File: src/hdl/cxtu_regs.vh
// Constants of the exception and trap sequencing unit: APB offsets,
// status word fields, reset values, entry addresses and cause codes.
// Assumes a 32-bit APB with byte addresses and one word per register.
`ifndef CXTU_REGS_VH
`define CXTU_REGS_VH

// ----------------------------------------------------------------
// APB register offsets
// ----------------------------------------------------------------
`define CXTU_OFF_BCR        8'h00
`define CXTU_OFF_MCR        8'h04
`define CXTU_OFF_FCR        8'h08
`define CXTU_OFF_TPR        8'h0c
`define CXTU_OFF_ISR        8'h10
`define CXTU_OFF_STAT       8'h14

// ----------------------------------------------------------------
// Reset values
// ----------------------------------------------------------------
`define CXTU_RST_BCR        32'h00000000
`define CXTU_RST_MCR        32'h00000000
`define CXTU_RST_FCR        32'h00010000
`define CXTU_RST_TPR        32'h08000000

// ----------------------------------------------------------------
// Status word fields
// ----------------------------------------------------------------
`define CXTU_SR_FP_HI       31
`define CXTU_SR_FP_LO       25
`define CXTU_SR_FL_HI       24
`define CXTU_SR_FL_LO       21
`define CXTU_SR_ILC_HI      20
`define CXTU_SR_ILC_LO      19
`define CXTU_SR_S           18
`define CXTU_SR_P           17
`define CXTU_SR_T           16
`define CXTU_SR_L           15
`define CXTU_SR_I           7
`define CXTU_SR_M           4

// ----------------------------------------------------------------
// Control bit positions and frame length codes
// ----------------------------------------------------------------
`define CXTU_FCR_XOV_DIS    16
`define CXTU_BCR_PAR_LO     28
`define CXTU_ISR_RST_LO     9
`define CXTU_FL_HW          4'h2
`define CXTU_FL_SW          4'h6

// ----------------------------------------------------------------
// Reset source codes and exception cause codes
// ----------------------------------------------------------------
`define CXTU_RSRC_PIN       2'h0
`define CXTU_RSRC_WDOG      2'h1
`define CXTU_RSRC_CLKD      2'h2
`define CXTU_CAUSE_NONE     3'h0
`define CXTU_CAUSE_RESET    3'h1
`define CXTU_CAUSE_ERROR    3'h2
`define CXTU_CAUSE_SWTRAP   3'h3
`define CXTU_CAUSE_XOV      3'h4
`define CXTU_CAUSE_PARITY   3'h5
`define CXTU_CAUSE_INTR     3'h6
`define CXTU_CAUSE_TRACE    3'h7

// ----------------------------------------------------------------
// Default entry addresses
// ----------------------------------------------------------------
`define CXTU_ENT_RESET      32'hfffffff8
`define CXTU_ENT_ERROR      32'hfffffff0
`define CXTU_ENT_XOV        32'hffffffe8
`define CXTU_ENT_PARITY     32'hffffffe0
`define CXTU_ENT_INTR       32'hffffffd8
`define CXTU_ENT_TRACE      32'hffffffd0

`endif

File: src/hdl/cxtu_top.v
// Exception and trap sequencing unit with APB control registers.
// Assumes core-side inputs are on pclk; reset pin and external
// interrupt arrive asynchronously and are synchronised here.
//
// Our own choices: the placing of the registers and register access over APB.
`timescale 1ns/1ns
`include "cxtu_regs.vh"

module cxtu_top #(
    parameter [31:0] ENT_RESET  = `CXTU_ENT_RESET,
    parameter [31:0] ENT_ERROR  = `CXTU_ENT_ERROR,
    parameter [31:0] ENT_XOV    = `CXTU_ENT_XOV,
    parameter [31:0] ENT_PARITY = `CXTU_ENT_PARITY,
    parameter [31:0] ENT_INTR   = `CXTU_ENT_INTR,
    parameter [31:0] ENT_TRACE  = `CXTU_ENT_TRACE
) (
    input  wire        pclk,
    input  wire        presetn,
    input  wire        psel,
    input  wire        penable,
    input  wire        pwrite,
    input  wire [7:0]  paddr,
    input  wire [31:0] pwdata,
    output reg  [31:0] prdata,
    output reg         pready,
    output reg         pslverr,
    input  wire        reset_pin_n,
    input  wire        wdog_overrun,
    input  wire        io3_watchdog_mode,
    input  wire        io3_control_mode,
    input  wire        clkdown_reset,
    input  wire        ext_int,
    input  wire        timer_int,
    input  wire        instr_done,
    input  wire        instr_delayed_branch,
    input  wire        instr_call,
    input  wire [31:0] cur_ip,
    input  wire [31:0] cur_sr,
    input  wire        sw_trap,
    input  wire [31:0] sw_trap_entry,
    input  wire        range_err,
    input  wire        mem_req,
    input  wire        mem_post_update,
    input  wire [31:0] mem_addr_reg,
    input  wire        frame_restruct,
    input  wire [31:0] frame_stack_addr,
    input  wire [31:0] upper_stack_bound,
    input  wire        priv_op,
    input  wire        return_to_user,
    input  wire        ext_instr,
    input  wire        ext_addsub_ovf,
    input  wire        parity_err,
    input  wire [1:0]  parity_area,
    output reg         exc_busy,
    output reg         stack_we,
    output reg  [5:0]  stack_addr,
    output reg  [31:0] stack_wdata,
    output reg         trap_valid,
    output reg  [31:0] new_ip,
    output reg  [31:0] new_sr,
    output reg         pipe_flush,
    output reg         mem_go,
    output reg         addr_update,
    output reg  [31:0] bus_control_reg,
    output reg  [31:0] memory_control_reg,
    output reg  [31:0] function_control_reg,
    output reg  [31:0] timer_prescale_reg
);

localparam [1:0] ST_IDLE = 2'h0;
localparam [1:0] ST_SVPC = 2'h1;
localparam [1:0] ST_SVSR = 2'h2;
localparam [1:0] ST_DONE = 2'h3;

// ----------------------------------------------------------------
// Synchronisers
// ----------------------------------------------------------------
reg  [1:0] rpin_sync_q;
reg  [1:0] eint_sync_q;
reg        rpin_prev_q;

always @(posedge pclk or negedge presetn) begin
    if (!presetn) begin
        rpin_sync_q <= 2'h3;
        eint_sync_q <= 2'h0;
        rpin_prev_q <= 1'b1;
    end else begin
        rpin_sync_q <= {rpin_sync_q[0], reset_pin_n};
        eint_sync_q <= {eint_sync_q[0], ext_int};
        rpin_prev_q <= rpin_sync_q[1];
    end
end

// ----------------------------------------------------------------
// Event decode
// ----------------------------------------------------------------
wire       rst_pin_ev  = rpin_sync_q[1] & ~rpin_prev_q;
wire       rst_wdog_ev = wdog_overrun & io3_watchdog_mode;
wire       rst_ev      = rst_pin_ev | rst_wdog_ev | clkdown_reset;
wire       user_state  = ~cur_sr[`CXTU_SR_S];
wire       ptr_err     = mem_req & (mem_addr_reg == 32'h00000000);
wire       frm_err     = frame_restruct &
                         (frame_stack_addr >= upper_stack_bound);
wire       prv_err     = priv_op & (user_state | return_to_user);
wire       shared_err  = range_err | ptr_err | frm_err | prv_err;
wire       xov_dis     = function_control_reg[`CXTU_FCR_XOV_DIS];
wire       xov_ev      = ext_instr & ext_addsub_ovf & ~xov_dis;
wire [3:0] par_dis     = bus_control_reg[`CXTU_BCR_PAR_LO+3:`CXTU_BCR_PAR_LO];
wire       par_ev      = parity_err & ~par_dis[parity_area];
wire       int_src     = eint_sync_q[1] | timer_int | io3_control_mode;
wire       lock        = cur_sr[`CXTU_SR_L];

// ----------------------------------------------------------------
// Pending asynchronous conditions and call shadow
// ----------------------------------------------------------------
reg        xov_pend_q;
reg        par_pend_q;
reg        call_shadow_q;
reg  [1:0] state_q;
reg  [2:0] cause_q;

wire       idle     = (state_q == ST_IDLE);
wire       boundary = idle & instr_done;
wire       xov_any  = xov_pend_q | xov_ev;
wire       par_any  = par_pend_q | par_ev;
wire       trc_ok   = cur_sr[`CXTU_SR_T] & cur_sr[`CXTU_SR_P] &
                      ~instr_delayed_branch & ~call_shadow_q & ~instr_call;

reg  [2:0] take_cause;
reg  [31:0] take_entry;

always @* begin
    take_cause = `CXTU_CAUSE_NONE;
    take_entry = ENT_RESET;
    if (rst_ev) begin
        take_cause = `CXTU_CAUSE_RESET;
        take_entry = ENT_RESET;
    end else if (boundary) begin
        if (shared_err) begin
            take_cause = `CXTU_CAUSE_ERROR;
            take_entry = ENT_ERROR;
        end else if (sw_trap) begin
            take_cause = `CXTU_CAUSE_SWTRAP;
            take_entry = sw_trap_entry;
        end else if (xov_any & ~lock) begin
            take_cause = `CXTU_CAUSE_XOV;
            take_entry = ENT_XOV;
        end else if (par_any & ~lock) begin
            take_cause = `CXTU_CAUSE_PARITY;
            take_entry = ENT_PARITY;
        end else if (int_src & ~lock) begin
            take_cause = `CXTU_CAUSE_INTR;
            take_entry = ENT_INTR;
        end else if (trc_ok) begin
            take_cause = `CXTU_CAUSE_TRACE;
            take_entry = ENT_TRACE;
        end
    end
end

wire take_any = (take_cause != `CXTU_CAUSE_NONE);

always @(posedge pclk or negedge presetn) begin
    if (!presetn) begin
        xov_pend_q    <= 1'b0;
        par_pend_q    <= 1'b0;
        call_shadow_q <= 1'b0;
    end else begin
        if (take_cause == `CXTU_CAUSE_XOV || xov_dis)
            xov_pend_q <= 1'b0;
        else if (xov_ev)
            xov_pend_q <= 1'b1;
        if (take_cause == `CXTU_CAUSE_PARITY)
            par_pend_q <= par_pend_q & par_ev;
        else if (par_ev)
            par_pend_q <= 1'b1;
        if (boundary)
            call_shadow_q <= instr_call;
    end
end

// ----------------------------------------------------------------
// Pointer error access suppression
// ----------------------------------------------------------------
always @(posedge pclk or negedge presetn) begin
    if (!presetn) begin
        mem_go      <= 1'b0;
        addr_update <= 1'b0;
    end else begin
        mem_go      <= mem_req & ~ptr_err;
        addr_update <= mem_req & mem_post_update;
    end
end

// ----------------------------------------------------------------
// Entry sequence
// ----------------------------------------------------------------
reg  [31:0] old_ip_q;
reg  [31:0] old_sr_q;
reg  [31:0] entry_q;
wire [3:0]  old_fl   = old_sr_q[`CXTU_SR_FL_HI:`CXTU_SR_FL_LO];
wire [6:0]  old_fp   = old_sr_q[`CXTU_SR_FP_HI:`CXTU_SR_FP_LO];
wire [4:0]  fl_eff   = (old_fl == 4'h0) ? 5'h10 : {1'b0, old_fl};
wire [6:0]  slot_pc  = old_fp + {2'h0, fl_eff};
wire [6:0]  slot_sr  = slot_pc + 7'h01;
wire        is_reset = (cause_q == `CXTU_CAUSE_RESET);

reg  [31:0] sr_d;

always @* begin
    sr_d = old_sr_q;
    sr_d[`CXTU_SR_S] = 1'b1;
    sr_d[`CXTU_SR_M] = 1'b0;
    sr_d[`CXTU_SR_T] = 1'b0;
    sr_d[`CXTU_SR_L] = 1'b1;
    if (!is_reset) begin
        sr_d[`CXTU_SR_FP_HI:`CXTU_SR_FP_LO] = slot_pc;
        sr_d[`CXTU_SR_FL_HI:`CXTU_SR_FL_LO] =
            (cause_q == `CXTU_CAUSE_SWTRAP) ? `CXTU_FL_SW : `CXTU_FL_HW;
    end
    if (cause_q == `CXTU_CAUSE_INTR)
        sr_d[`CXTU_SR_I] = 1'b1;
end

always @(posedge pclk or negedge presetn) begin
    if (!presetn) begin
        state_q     <= ST_IDLE;
        cause_q     <= `CXTU_CAUSE_NONE;
        old_ip_q    <= 32'h00000000;
        old_sr_q    <= 32'h00000000;
        entry_q     <= 32'h00000000;
        exc_busy    <= 1'b0;
        stack_we    <= 1'b0;
        stack_addr  <= 6'h00;
        stack_wdata <= 32'h00000000;
        trap_valid  <= 1'b0;
        new_ip      <= 32'h00000000;
        new_sr      <= 32'h00000000;
        pipe_flush  <= 1'b0;
    end else begin
        stack_we   <= 1'b0;
        trap_valid <= 1'b0;
        pipe_flush <= 1'b0;
        if (take_any && (idle || take_cause == `CXTU_CAUSE_RESET)) begin
            cause_q  <= take_cause;
            old_ip_q <= cur_ip;
            old_sr_q <= cur_sr;
            entry_q  <= take_entry;
            exc_busy <= 1'b1;
            state_q  <= (take_cause == `CXTU_CAUSE_RESET) ? ST_DONE : ST_SVPC;
        end else begin
            case (state_q)
                ST_IDLE: begin
                    exc_busy <= 1'b0;
                end
                ST_SVPC: begin
                    stack_we    <= 1'b1;
                    stack_addr  <= slot_pc[5:0];
                    stack_wdata <= {old_ip_q[31:1], old_sr_q[`CXTU_SR_S]};
                    state_q     <= ST_SVSR;
                end
                ST_SVSR: begin
                    stack_we    <= 1'b1;
                    stack_addr  <= slot_sr[5:0];
                    stack_wdata <= old_sr_q;
                    state_q     <= ST_DONE;
                end
                ST_DONE: begin
                    trap_valid <= 1'b1;
                    new_ip     <= entry_q;
                    new_sr     <= sr_d;
                    pipe_flush <= is_reset;
                    exc_busy   <= 1'b0;
                    state_q    <= ST_IDLE;
                end
                default: begin
                    state_q <= ST_IDLE;
                end
            endcase
        end
    end
end

// ----------------------------------------------------------------
// Control registers and reset source
// ----------------------------------------------------------------
reg  [1:0]  rst_src_q;
wire        apb_acc = psel & penable & pready;
wire        apb_wr  = apb_acc & pwrite;

always @(posedge pclk or negedge presetn) begin
    if (!presetn) begin
        bus_control_reg      <= `CXTU_RST_BCR;
        memory_control_reg   <= `CXTU_RST_MCR;
        function_control_reg <= `CXTU_RST_FCR;
        timer_prescale_reg   <= `CXTU_RST_TPR;
        rst_src_q            <= `CXTU_RSRC_PIN;
    end else if (rst_ev) begin
        bus_control_reg    <= `CXTU_RST_BCR;
        memory_control_reg <= `CXTU_RST_MCR;
        if (!clkdown_reset || rst_pin_ev || rst_wdog_ev)
            function_control_reg <= `CXTU_RST_FCR;
        if (!rst_wdog_ev || rst_pin_ev)
            timer_prescale_reg <= `CXTU_RST_TPR;
        if (rst_pin_ev)
            rst_src_q <= `CXTU_RSRC_PIN;
        else if (rst_wdog_ev)
            rst_src_q <= `CXTU_RSRC_WDOG;
        else
            rst_src_q <= `CXTU_RSRC_CLKD;
    end else if (apb_wr) begin
        case (paddr)
            `CXTU_OFF_BCR: bus_control_reg      <= pwdata;
            `CXTU_OFF_MCR: memory_control_reg   <= pwdata;
            `CXTU_OFF_FCR: function_control_reg <= pwdata;
            `CXTU_OFF_TPR: timer_prescale_reg   <= pwdata;
            default: begin
            end
        endcase
    end
end

// ----------------------------------------------------------------
// APB slave
// ----------------------------------------------------------------
reg  [31:0] rdata_d;
reg         map_d;

always @* begin
    map_d   = 1'b1;
    rdata_d = 32'h00000000;
    case (paddr)
        `CXTU_OFF_BCR:  rdata_d = bus_control_reg;
        `CXTU_OFF_MCR:  rdata_d = memory_control_reg;
        `CXTU_OFF_FCR:  rdata_d = function_control_reg;
        `CXTU_OFF_TPR:  rdata_d = 32'h00000000;
        `CXTU_OFF_ISR: begin
            rdata_d[`CXTU_ISR_RST_LO+1:`CXTU_ISR_RST_LO] = rst_src_q;
            rdata_d[0] = eint_sync_q[1];
        end
        `CXTU_OFF_STAT: rdata_d = {24'h000000, cause_q, call_shadow_q,
                                   par_pend_q, xov_pend_q, state_q};
        default:        map_d = 1'b0;
    endcase
end

always @(posedge pclk or negedge presetn) begin
    if (!presetn) begin
        pready  <= 1'b0;
        pslverr <= 1'b0;
        prdata  <= 32'h00000000;
    end else begin
        pready  <= psel & penable & ~pready;
        pslverr <= psel & penable & ~pready & ~map_d;
        prdata  <= (psel & penable & ~pready & ~pwrite) ? rdata_d : 32'h00000000;
    end
end

endmodule

File: config.mk
export PLATFORM = sky130hd
export DESIGN_NAME = cxtu_top
export DESIGN_NICKNAME = d
export VERILOG_FILES = /design/src/hdl/cxtu_top.v
export VERILOG_INCLUDE_DIRS = /design/src /design/src/hdl
export SDC_FILE = /design/constraint.sdc
export NUM_CORES = 1
export LEC_CHECK = 0
export BUFFER_PORTS_ARGS = -buffer_cell sky130_fd_sc_hd__buf_2
export CAP_MARGIN = 10
export CORE_UTILIZATION = 39
export CTS_BUF_LIST = sky130_fd_sc_hd__clkbuf_4
export DETAILED_ROUTE_END_ITERATION = 10
export GPL_TIMING_DRIVEN = 0
export PLACE_DENSITY = 0.62
export SETUP_SLACK_MARGIN = 0.5
export SYNTH_ARGS = -nofsm -noshare
export SYNTH_HDL_FRONTEND = slang
export SYNTH_SLANG_ARGS = --single-unit
export TNS_END_PERCENT = 50
File: constraint.sdc
create_clock -name pclk -period 3.6 [get_ports pclk]
set_clock_uncertainty 0.1 [all_clocks]
set_input_delay 0.36 -clock pclk [delete_from_list [all_inputs] [get_ports pclk]]
set_output_delay 0.36 -clock pclk [all_outputs]
set_load 0.05 [all_outputs]
# Word-level counts from Yosys, hierarchy flattened
# Cells that the tools add are included.
# totals
elab_cells	190
regBits	379
inputBits	259
output_inout_bits	270
# op_classes
bitwise_logic	48
n_mux	61
n_eq_ne	16
addsub	2
magnitude_cmp	2
n_reduce_logical	32
# op_table
op	count
$mux 32	19
$pmux 32 s2	1
$pmux 21 s3	1
$ge 32x32->1	1
$logic_not 32->1	1
$pmux 8 s4	1
$mux 3	9
$and 1x1->1	25
$mux 6	4
$reduce_bool 2->1	9
$eq 8x4->1 const B	2
$eq 8x5->1 const B	2
$mux 1	15
$not 1->1	13
$pmux 6 s2	1
$mux 11	1
$or 1x1->1	10
$eq 3x3->1 const B	3
$eq 8x3->1 const B	1
$logic_not 8->1	1
$mux 2	4
$pmux 2 s4	1
$reduce_and 2->1	4
$add 7x5->7	1
21 further kinds	31

# Longest topological paths before layout
# Gate-level depths: netlist of the first run.
# depth
word_depth	17
depth_mapped	11

# Worst setup path after synthesis of the first run
# No wires, ideal clock.
# synth_timing
kind	register to register
start	register bus_control_reg[30]
end	register stack_addr[0]
setup_ns	0.127
stages_incl_launch_ff	10
setup_slack_ns	0.445
t_required_ns	3.373
arrival_time_ns	2.928
cell_sequence	dfrtp_1 -> mux2i_1 -> a221oi_2 -> a21oi_2 -> or3_4 -> o31ai_4 -> and3_4 -> buf_6 -> buf_6 -> mux2_1
# synth_between
elab_chain_len	17
elab_cells_between_ends	18
cone_classes	eq/ne (1); mux (8); bitwise (5); reduce/logical (4)
# synth_rtl
item	line	text
start: declaration	cxtu_top.v:64	output reg [31:0] bus_control_reg,
start signal: assignment	cxtu_top.v:293	bus_control_reg <= `CXTU_RST_BCR;
start signal: assignment	cxtu_top.v:299	bus_control_reg <= `CXTU_RST_BCR;
start signal: assignment	cxtu_top.v:313	`CXTU_OFF_BCR: bus_control_reg <= pwdata;
$bmux 1 s2 (*)	cxtu_top.v:109	wire par_ev = parity_err & ~par_dis[parity_area];
$mux 1 (not written as such) (*)	cxtu_top.v:109	
$not 1->1 (*)	cxtu_top.v:109	
$and 1x1->1 (*)	cxtu_top.v:109	
$or 1x1->1 (*)	cxtu_top.v:125	wire par_any = par_pend_q | par_ev;
$and 1x1->1 (*)	cxtu_top.v:148	end else if (par_any & ~lock) begin
$mux 3 (*)	cxtu_top.v:148	
$mux 3 (*)	cxtu_top.v:145	end else if (xov_any & ~lock) begin
$mux 3 (*)	cxtu_top.v:142	end else if (sw_trap) begin
$mux 3 (*)	cxtu_top.v:139	if (shared_err) begin
$mux 3 (*)	cxtu_top.v:138	end else if (boundary) begin
$mux 3 (*)	cxtu_top.v:135	if (rst_ev) begin
$eq 3x1->1 (no line)	-	
$logic_or 1x1->1 (no line)	-	
$logic_and 1x1->1 (*)	cxtu_top.v:244	if (take_any && (idle || take_cause == `CXTU_CAUSE_RESET)) begin
$not 1->1 (no line) (*)	-	
$reduce_and 2->1 (no line) (*)	-	
end signal: assignment	cxtu_top.v:258	stack_addr <= slot_pc[5:0];
end signal: assignment	cxtu_top.v:264	stack_addr <= slot_sr[5:0];
end: declaration	cxtu_top.v:56	output reg [5:0] stack_addr,
# Every way passes the cells marked *; elsewhere a longest branch is shown, timed or not. The select of a mux whose other input is x is not followed.
# A chain may end at the register's enable or synchronous reset.

# Worst setup path in the final report of the first run
# layout_timing
start	register rpin_sync_q[1]
end	register old_ip_q[29]
# layout_between
elab_chain_len	7
elab_cells_between_ends	8
cone_classes	eq/ne (1); mux (1); bitwise (3); reduce/logical (3)
# layout_rtl
item	line	text
start: declaration	cxtu_top.v:78	reg [1:0] rpin_sync_q;
start signal: assignment	cxtu_top.v:88	rpin_sync_q <= {rpin_sync_q[0], reset_pin_n};
$and 1x1->1 (*)	cxtu_top.v:97	wire rst_pin_ev = rpin_sync_q[1] & ~rpin_prev_q;
$or 1x1->1 (*) (2 in series)	cxtu_top.v:99	wire rst_ev = rst_pin_ev | rst_wdog_ev | clkdown_reset;
$mux 3 (*)	cxtu_top.v:135	
$eq 3x1->1 (no line)	-	
$logic_or 1x1->1 (no line)	-	
$logic_and 1x1->1 (*)	cxtu_top.v:244	
end signal: assignment	cxtu_top.v:246	old_ip_q <= cur_ip;
end: declaration	cxtu_top.v:198	reg [31:0] old_ip_q;
# Every way passes the cells marked *; elsewhere a longest branch is shown, timed or not.

==> metrics.md, run 1 <==
| Metric | Value |
|---|---|
| Layout cell share with drive strength beyond 1 | `38.2%` |
| Port bufs | `524` |
| Vias | `14946` |
| Seq pwr share | `40.7%` |
| Ranking of synthesized cells by area | `dfrtp_1, mux2_2, nand2_1` |
| Sequential area share after synthesis | `56.9%` |
| FF-to-FF End | `old_ip_q[29]` |
| Final Util | `54.9%` |
| Top_reg_cell synth | `dfrtp_1` |
| Antenna violations before repair | `6` |
| R2R setup slack | `0.48 ns` |
| H-tree Lvls | `3` |
| Ys Warns | `0` |
| Cell area after synthesis | `16600 um^2` |
| RSZ-0062 raised after global routing | `yes` |
| Period utilization | `86.6%` |
| Worst EP arrival | `3.68 ns` |
| Hold Path Class | `input port to flop` |
| Largest net degree at the start of global routing | `120` |
| Worst hold start | `paddr[3]` |
| First-pass GRT wire length | `88400 um` |
| Total GRT Usage | `26.6%` |
| Slowest cell delay on critical path | `0.52 ns` |
| Clock slew seen by the registers of the worst setup and hold paths | `0.06 ns` |
| Hold path endpoint | `prdata[0]` |
| Total routed wirelength | `57900 um` |
| Worst-Skew Late Latency | `0.80 ns` |
| Die W | `208 um` |
| Clk pwr share | `31.5%` |
| Dpl hpwl | `42500 um` |
| Synth top area share | `56.1%` |
| Leak | `10.8 nW` |
| Power per cell area | `529 nW/um^2` |
| CTS tree | `yes` |
| Critical Path RT | `4.16 ns` |
| FP Rows | `75` |
| Vias in the first global route | `15481` |
| Tmin final | `3.12 ns` |
| Congestion Overflow GR | `0` |
| Inst Count DP | `2534` |
| CP Max Fanout | `10` |
| Kind of critical path | `flop to flop` |
| 1st-pass router iterations | `6` |
| Outcome | `completed` |
| EDFF count, synth | `0` |
| Total power | `12.2 mW` |
| Combinational share of power | `27.8%` |
| Final setup viols | `0` |
| Max Freq | `0.321 GHz` |
| Final nets | `2571` |
| Root buffer cell | `clkbuf_4` |
| Crit path max-delay family | `buffers and inverters` |
| Psw | `4.46 mW` |
| Sw Share | `36.6%` |
| Area Overhead vs Synth | `38.9%` |
| Final Slew Violations | `0` |
| Fillers | `3804` |
| Final hold violations | `0` |
| CP cell instances | `nor2b_1 -> a21o_1 -> clkbuf_1 -> nor2_2 -> nand2_2 -> buf_2 -> buf_6 -> mux2_4` |
| WHS Path Cells | `4` |
| Total CTS buffers | `105` |
| Vias/cell | `5.15` |
| Setup crit start kind | `flop` |
| Peak VDD IR | `0.431 mV` |
| CTS max path bufs | `3` |
| Sink Count | `377` |
| Post-synth ARST share | `100%` |
| Finished Layout Cells | `2901` |
| Setup slack after layout | `0.482 ns` |
| R2R depth | `8` |
| Max cap viols | `0` |
| Post-route ant nets | `0` |
| Synth area leader | `dfrtp_1` |
| Starting Density | `39.5%` |
| Top Ports | `529` |
| Most frequent cells in the layout | `buf_2, dfrtp_1, nand2_1` |
| Commonest non-fill, non-tap cell in the layout | `buf_2` |
| Core area | `41900 um^2` |
| WP buf/inv | `3` |
| WL per Instance | `20.0 um` |
| Synth unique cells | `60` |
| Int Pwr | `7.73 mW` |
| DRT iter0 DRCs | `1297` |
| Post-synthesis average cell area | `11.3 um^2` |
| Yosys reg bits | `377` |
| Die Area | `43300 um^2` |
| Synth Instances | `1467` |
| DP Worst Slack | `-0.383 ns` |
| Die Y | `208 um` |
| Gpl congestion | `0.925` |
| Reg-to-Reg Start | `rpin_sync_q[1]` |
| Critical-path top delay cell | `dfstp_2` |
| CP Capture Type | `flop` |
| Rel. slew slack | `30.7%` |
| Drc violations | `0` |
| Worst-margin pin slew | `1.04 ns` |
==> power groups by stage <==
stage / logic (mW) / clock network [mW] / registers (mW)
floorplan: 0.863 / 0 / 6.36
global placement: 3.20 / 0 / 5.01
detailed placement: 3.25 / 0 / 5.03
CTS: 3.40 / 3.96 / 4.95
global route: 3.56 / 4.20 / 5.02
finish: 3.39 / 3.84 / 4.96
==> cell usage after synthesis, drive strengths merged (4+ instances only) <==
cell and count:
xor2 7, dfstp 5, nor3b 34, nand3 7, clkbuf 69, nand2 240, and2 4, ha 42
o22a 28, and3 4, nor4 12, o22ai 6, a222oi 31, inv 56, nand4 8, o21ai 49
nor3 9, nor2 81, xnor2 4, a22oi 4, nand2b 4, dfrtp 372, a21o 4, buf 24
mux2 195, mux2i 5, a21oi 131
==> how the worst max path moves through the flow <==
stage	from	end	slack (ns)	depth (start not counted)
final	rpin_sync_q[1]	old_ip_q[29]	0.48	8
after global routing	rpin_sync_q[1]	entry_q[2]	0.40	8
after CTS	rpin_sync_q[1]	bus_control_reg[2]	0.37	8
after detailed placement	upper_stack_bound[15]	old_ip_q[24]	-0.38	12
after global placement	presetn	bus_control_reg[31]	-6.12	1
after floorplan	upper_stack_bound[13]	old_ip_q[24]	0.55	11
==> metal layers <==
layer / track usage, % / routed length (um)
met5: 0 / 0
met3: 6.31 / 4270
met4: 11.8 / 2040
met2: 45.4 / 28800
met1: 32.0 / 22700
==> metrics by stage <==
| stage | setup TNS [ns] | instance area, um^2 | hold WS (ns) |
|---|---|---|---|
| after floorplan | 0 | 16600 | -0.0356 |
| after global placement | -2039.97 | 19900 | 0.232 |
| after detailed placement | -28.93 | 20000 | 0.210 |
| after CTS | 0 | 23000 | 0.0118 |
| after global routing | 0 | 23000 | 0.0729 |
| final | 0 | 23000 | 0.109 |
==> area by class of cell <==
type,count,area [um^2],area share (%)
flip-flops and latches,377,9450,41.0
multi-input cells,942,6530,28.3
repair buffers,694,4390,19.0
clock buffers,155,1160,5.05
well taps,539,674,2.93
plain buffers,93,444,1.93
inverters,56,215,0.934
clock inverters,40,170,0.739
diodes,5,12.5,0.0543
==> repair_timing <==
action,in CTS,in global routing
setup buffers,5,5
setup endpoints to repair,205,165
pin swaps,3,3
resized for setup,5,13
hold endpoints to repair,521,0
hold buffers,157,0
gates cloned,0,0
==> tightest hold or removal path, stage by stage <==
cell,delay [ns]
buf_2,0.13
a21oi_1,0.14
o31ai_1,0.27
a31oi_1,0.04
==> logic make-up (layout without fill, tap and decap cells) <==
kind of cell             count (synthesis)  in the layout  share of synthesized area (%)
XOR/XNOR                                11             11                          0.581
buffers and inverters                  149           1038                           3.92
AO/OA/AOI/OAI                          270            270                           10.3
other                                    1              7                         0.0226
AND/OR/NAND/NOR                        416            416                           11.2
multiplexers                           200            200                           13.7
adder cells (fa/ha/maj)                 43             43                           3.29
flip-flops                             377            377                           56.9
No activity file was read; power rests on OpenSTA's default activity.
==> inputs of run 2 (changes only) <==
--- a/config.mk
+++ b/config.mk
@@ -13,7 +13,7 @@
 export DETAILED_ROUTE_END_ITERATION = 10
 export GPL_TIMING_DRIVEN = 0
 export PLACE_DENSITY = 0.62
-export SETUP_SLACK_MARGIN = 0.5
+export SETUP_SLACK_MARGIN = 0.3
 export SYNTH_ARGS = -nofsm -noshare
 export SYNTH_HDL_FRONTEND = slang
 export SYNTH_SLANG_ARGS = --single-unit
==> metrics.md, run 2 (synthesis results as in run 1) <==
| Metric | Value |
|---|---|
| Outcome | `completed` |
| First-pass GRT wire length | `87600 um` |
| Setup slack after layout | `0.431 ns` |
| Total GRT Usage | `26.4%` |
| Multi-input gate area | `6530 um^2` |
| DP Worst Slack | `-0.337 ns` |
| Routing usage on met3 | `5.86%` |
| WL per Instance | `19.9 um` |
| Fillers | `3757` |
| Final Slew Violations | `0` |
| Peak VDD IR | `0.443 mV` |
| Most frequent cells in the layout | `buf_2, dfrtp_1, nand2_1` |
| Vias/cell | `5.17` |
| Die Area | `43300 um^2` |
| Worst-margin pin slew | `0.874 ns` |
| Post-route ant nets | `0` |
| Period utilization | `88.0%` |
| Die Y | `208 um` |
| H-tree Lvls | `3` |
| CP cell instances | `mux2i_2 -> a221oi_2 -> a21oi_2 -> or3_4 -> o31ai_4 -> buf_4 -> and3_4 -> buf_6 -> buf_6 -> mux2_1` |
| Met1 Track Usage GR | `31.8%` |
| Top Ports | `529` |
| CP Max Fanout | `10` |
| Clock slew seen by the registers of the worst setup and hold paths | `0.07 ns` |
| Final setup viols | `0` |
| Total CTS buffers | `102` |
| Commonest non-fill, non-tap cell in the layout | `buf_2` |
| FP Rows | `75` |
| Leak | `10.7 nW` |
| Vias | `14895` |
| Rel. slew slack | `41.7%` |
| Tmin final | `3.17 ns` |
| Critical-path top delay cell | `dfrtp_2` |
| Hold WS | `0.123 ns` |
| Area Overhead vs Synth | `38.7%` |
| Worst EP arrival | `3.74 ns` |
| Setup crit start kind | `flop` |
| Max Freq | `0.316 GHz` |
| Critical Path RT | `4.17 ns` |
| CTS tree | `yes` |
| Starting Density | `39.5%` |
| Sink Count | `377` |
| Crit path max-delay family | `compound AO/OA/AOI/OAI gates` |
| Gpl congestion | `0.900` |
| Dpl hpwl | `42400 um` |
| WP buf/inv | `3` |
| Busiest metal layer after global routing | `met2` |
| Port bufs | `524` |
| 1st-pass router iterations | `6` |
| CTS max path bufs | `3` |
| Core area | `41900 um^2` |
| Worst-Skew Late Latency | `0.82 ns` |
| Slowest cell delay on critical path | `0.45 ns` |
| Final nets | `2565` |
| CP Capture Type | `flop` |
| CP most frequent cell | `buf_6` |
| Drc violations | `0` |
| Largest net degree at the start of global routing | `115` |
| Antenna violations before repair | `4` |
| Power per cell area | `536 nW/um^2` |
| Root buffer cell | `clkbuf_4` |
| Kind of critical path | `flop to flop` |
| Max cap viols | `0` |
| Die W | `208 um` |
| Total routed wirelength | `57400 um` |
| RSZ-0062 raised after global routing | `yes` |
| Hold Path Class | `input port to flop` |
| DRT iter0 DRCs | `1178` |
| FF/Latch Area | `9440 um^2` |
| Layout cell share with drive strength beyond 1 | `38.1%` |
| Met2 GRT Util | `45.5%` |
| Final hold violations | `0` |
| Vias in the first global route | `14983` |
| Congestion Overflow GR | `0` |
[run 2: worst register-to-register path: stages, from the launching register on]
cell	delay (ns)
dfrtp_2	0.45
mux2i_2	0.15
a221oi_2	0.38
a21oi_2	0.15
or3_4	0.40
o31ai_4	0.29
buf_4	0.17
and3_4	0.22
buf_6	0.20
buf_6	0.18
mux2_1	0.33
[run 2: final timing paths]
check / cells after the start / to / slack [ns] / from
min in group asynchronous: 2 / new_ip[21] / 0.13 / presetn
worst min-delay path: 5 / cause_q[1] / 0.12 / range_err
worst min register to register: 0 / eint_sync_q[1] / 0.25 / eint_sync_q[0]
max in group asynchronous: 4 / mem_go / 2.01 / presetn
worst max register to register: 10 / stack_wdata[30] / 0.43 / bus_control_reg[30]
worst max-delay path: 10 / stack_wdata[30] / 0.43 / bus_control_reg[30]
[run 2: timing repair]
item	CTS	global route
pin swaps	3	2
setup buffers	6	1
resized for setup	5	6
endpoints found under the hold margin	354	0
hold buffers	157	0
setup endpoints to repair	133	41
[run 2: layer usage]
layer / up-vias / share of wire [%]
li1: 6787 / -
met1: 7324 / 39
met2: 669 / 50
met3: 115 / 7.1
met4: 0 / 3.3
met5: - / 0
[run 2: layout make-up]
type                            count  share of cell area, %
Antenna cell                        3                 0.0326
Buffer                             93                   1.92
Clock buffer                      160                   5.22
Clock inverter                     22                  0.637
Inverter                           56                  0.936
Multi-Input combinational cell    942                   28.4
Sequential cell                   377                   41.1
Tap cell                          539                   2.93
Timing Repair Buffer              691                   18.9
[run 2: per-stage QoR]
step | area, um^2 | util [%] | cells | TNS (ns) | power (mW)
after floorplan | 16600 | - | 1468 | 0 | 7.23
after global placement | 19900 | 47.4 | 2531 | -1984.84 | 8.21
after detailed placement | 20000 | 47.6 | 2534 | -24.38 | 8.28
after CTS | 23000 | 54.7 | 2879 | 0 | 12.4
after global routing | 23000 | 54.8 | 2882 | 0 | 12.9
final | 23000 | 54.8 | 2883 | 0 | 12.3
[run 2: report_power, final]
part           switching (mW)  total, mW  internal [mW]  leakage [nW]
combinational            2.34       3.39           1.05          5.33
clock                    1.82       3.96           2.15         0.804
sequential              0.259       4.97           4.71          4.60
total                    4.42       12.3           7.90          10.7
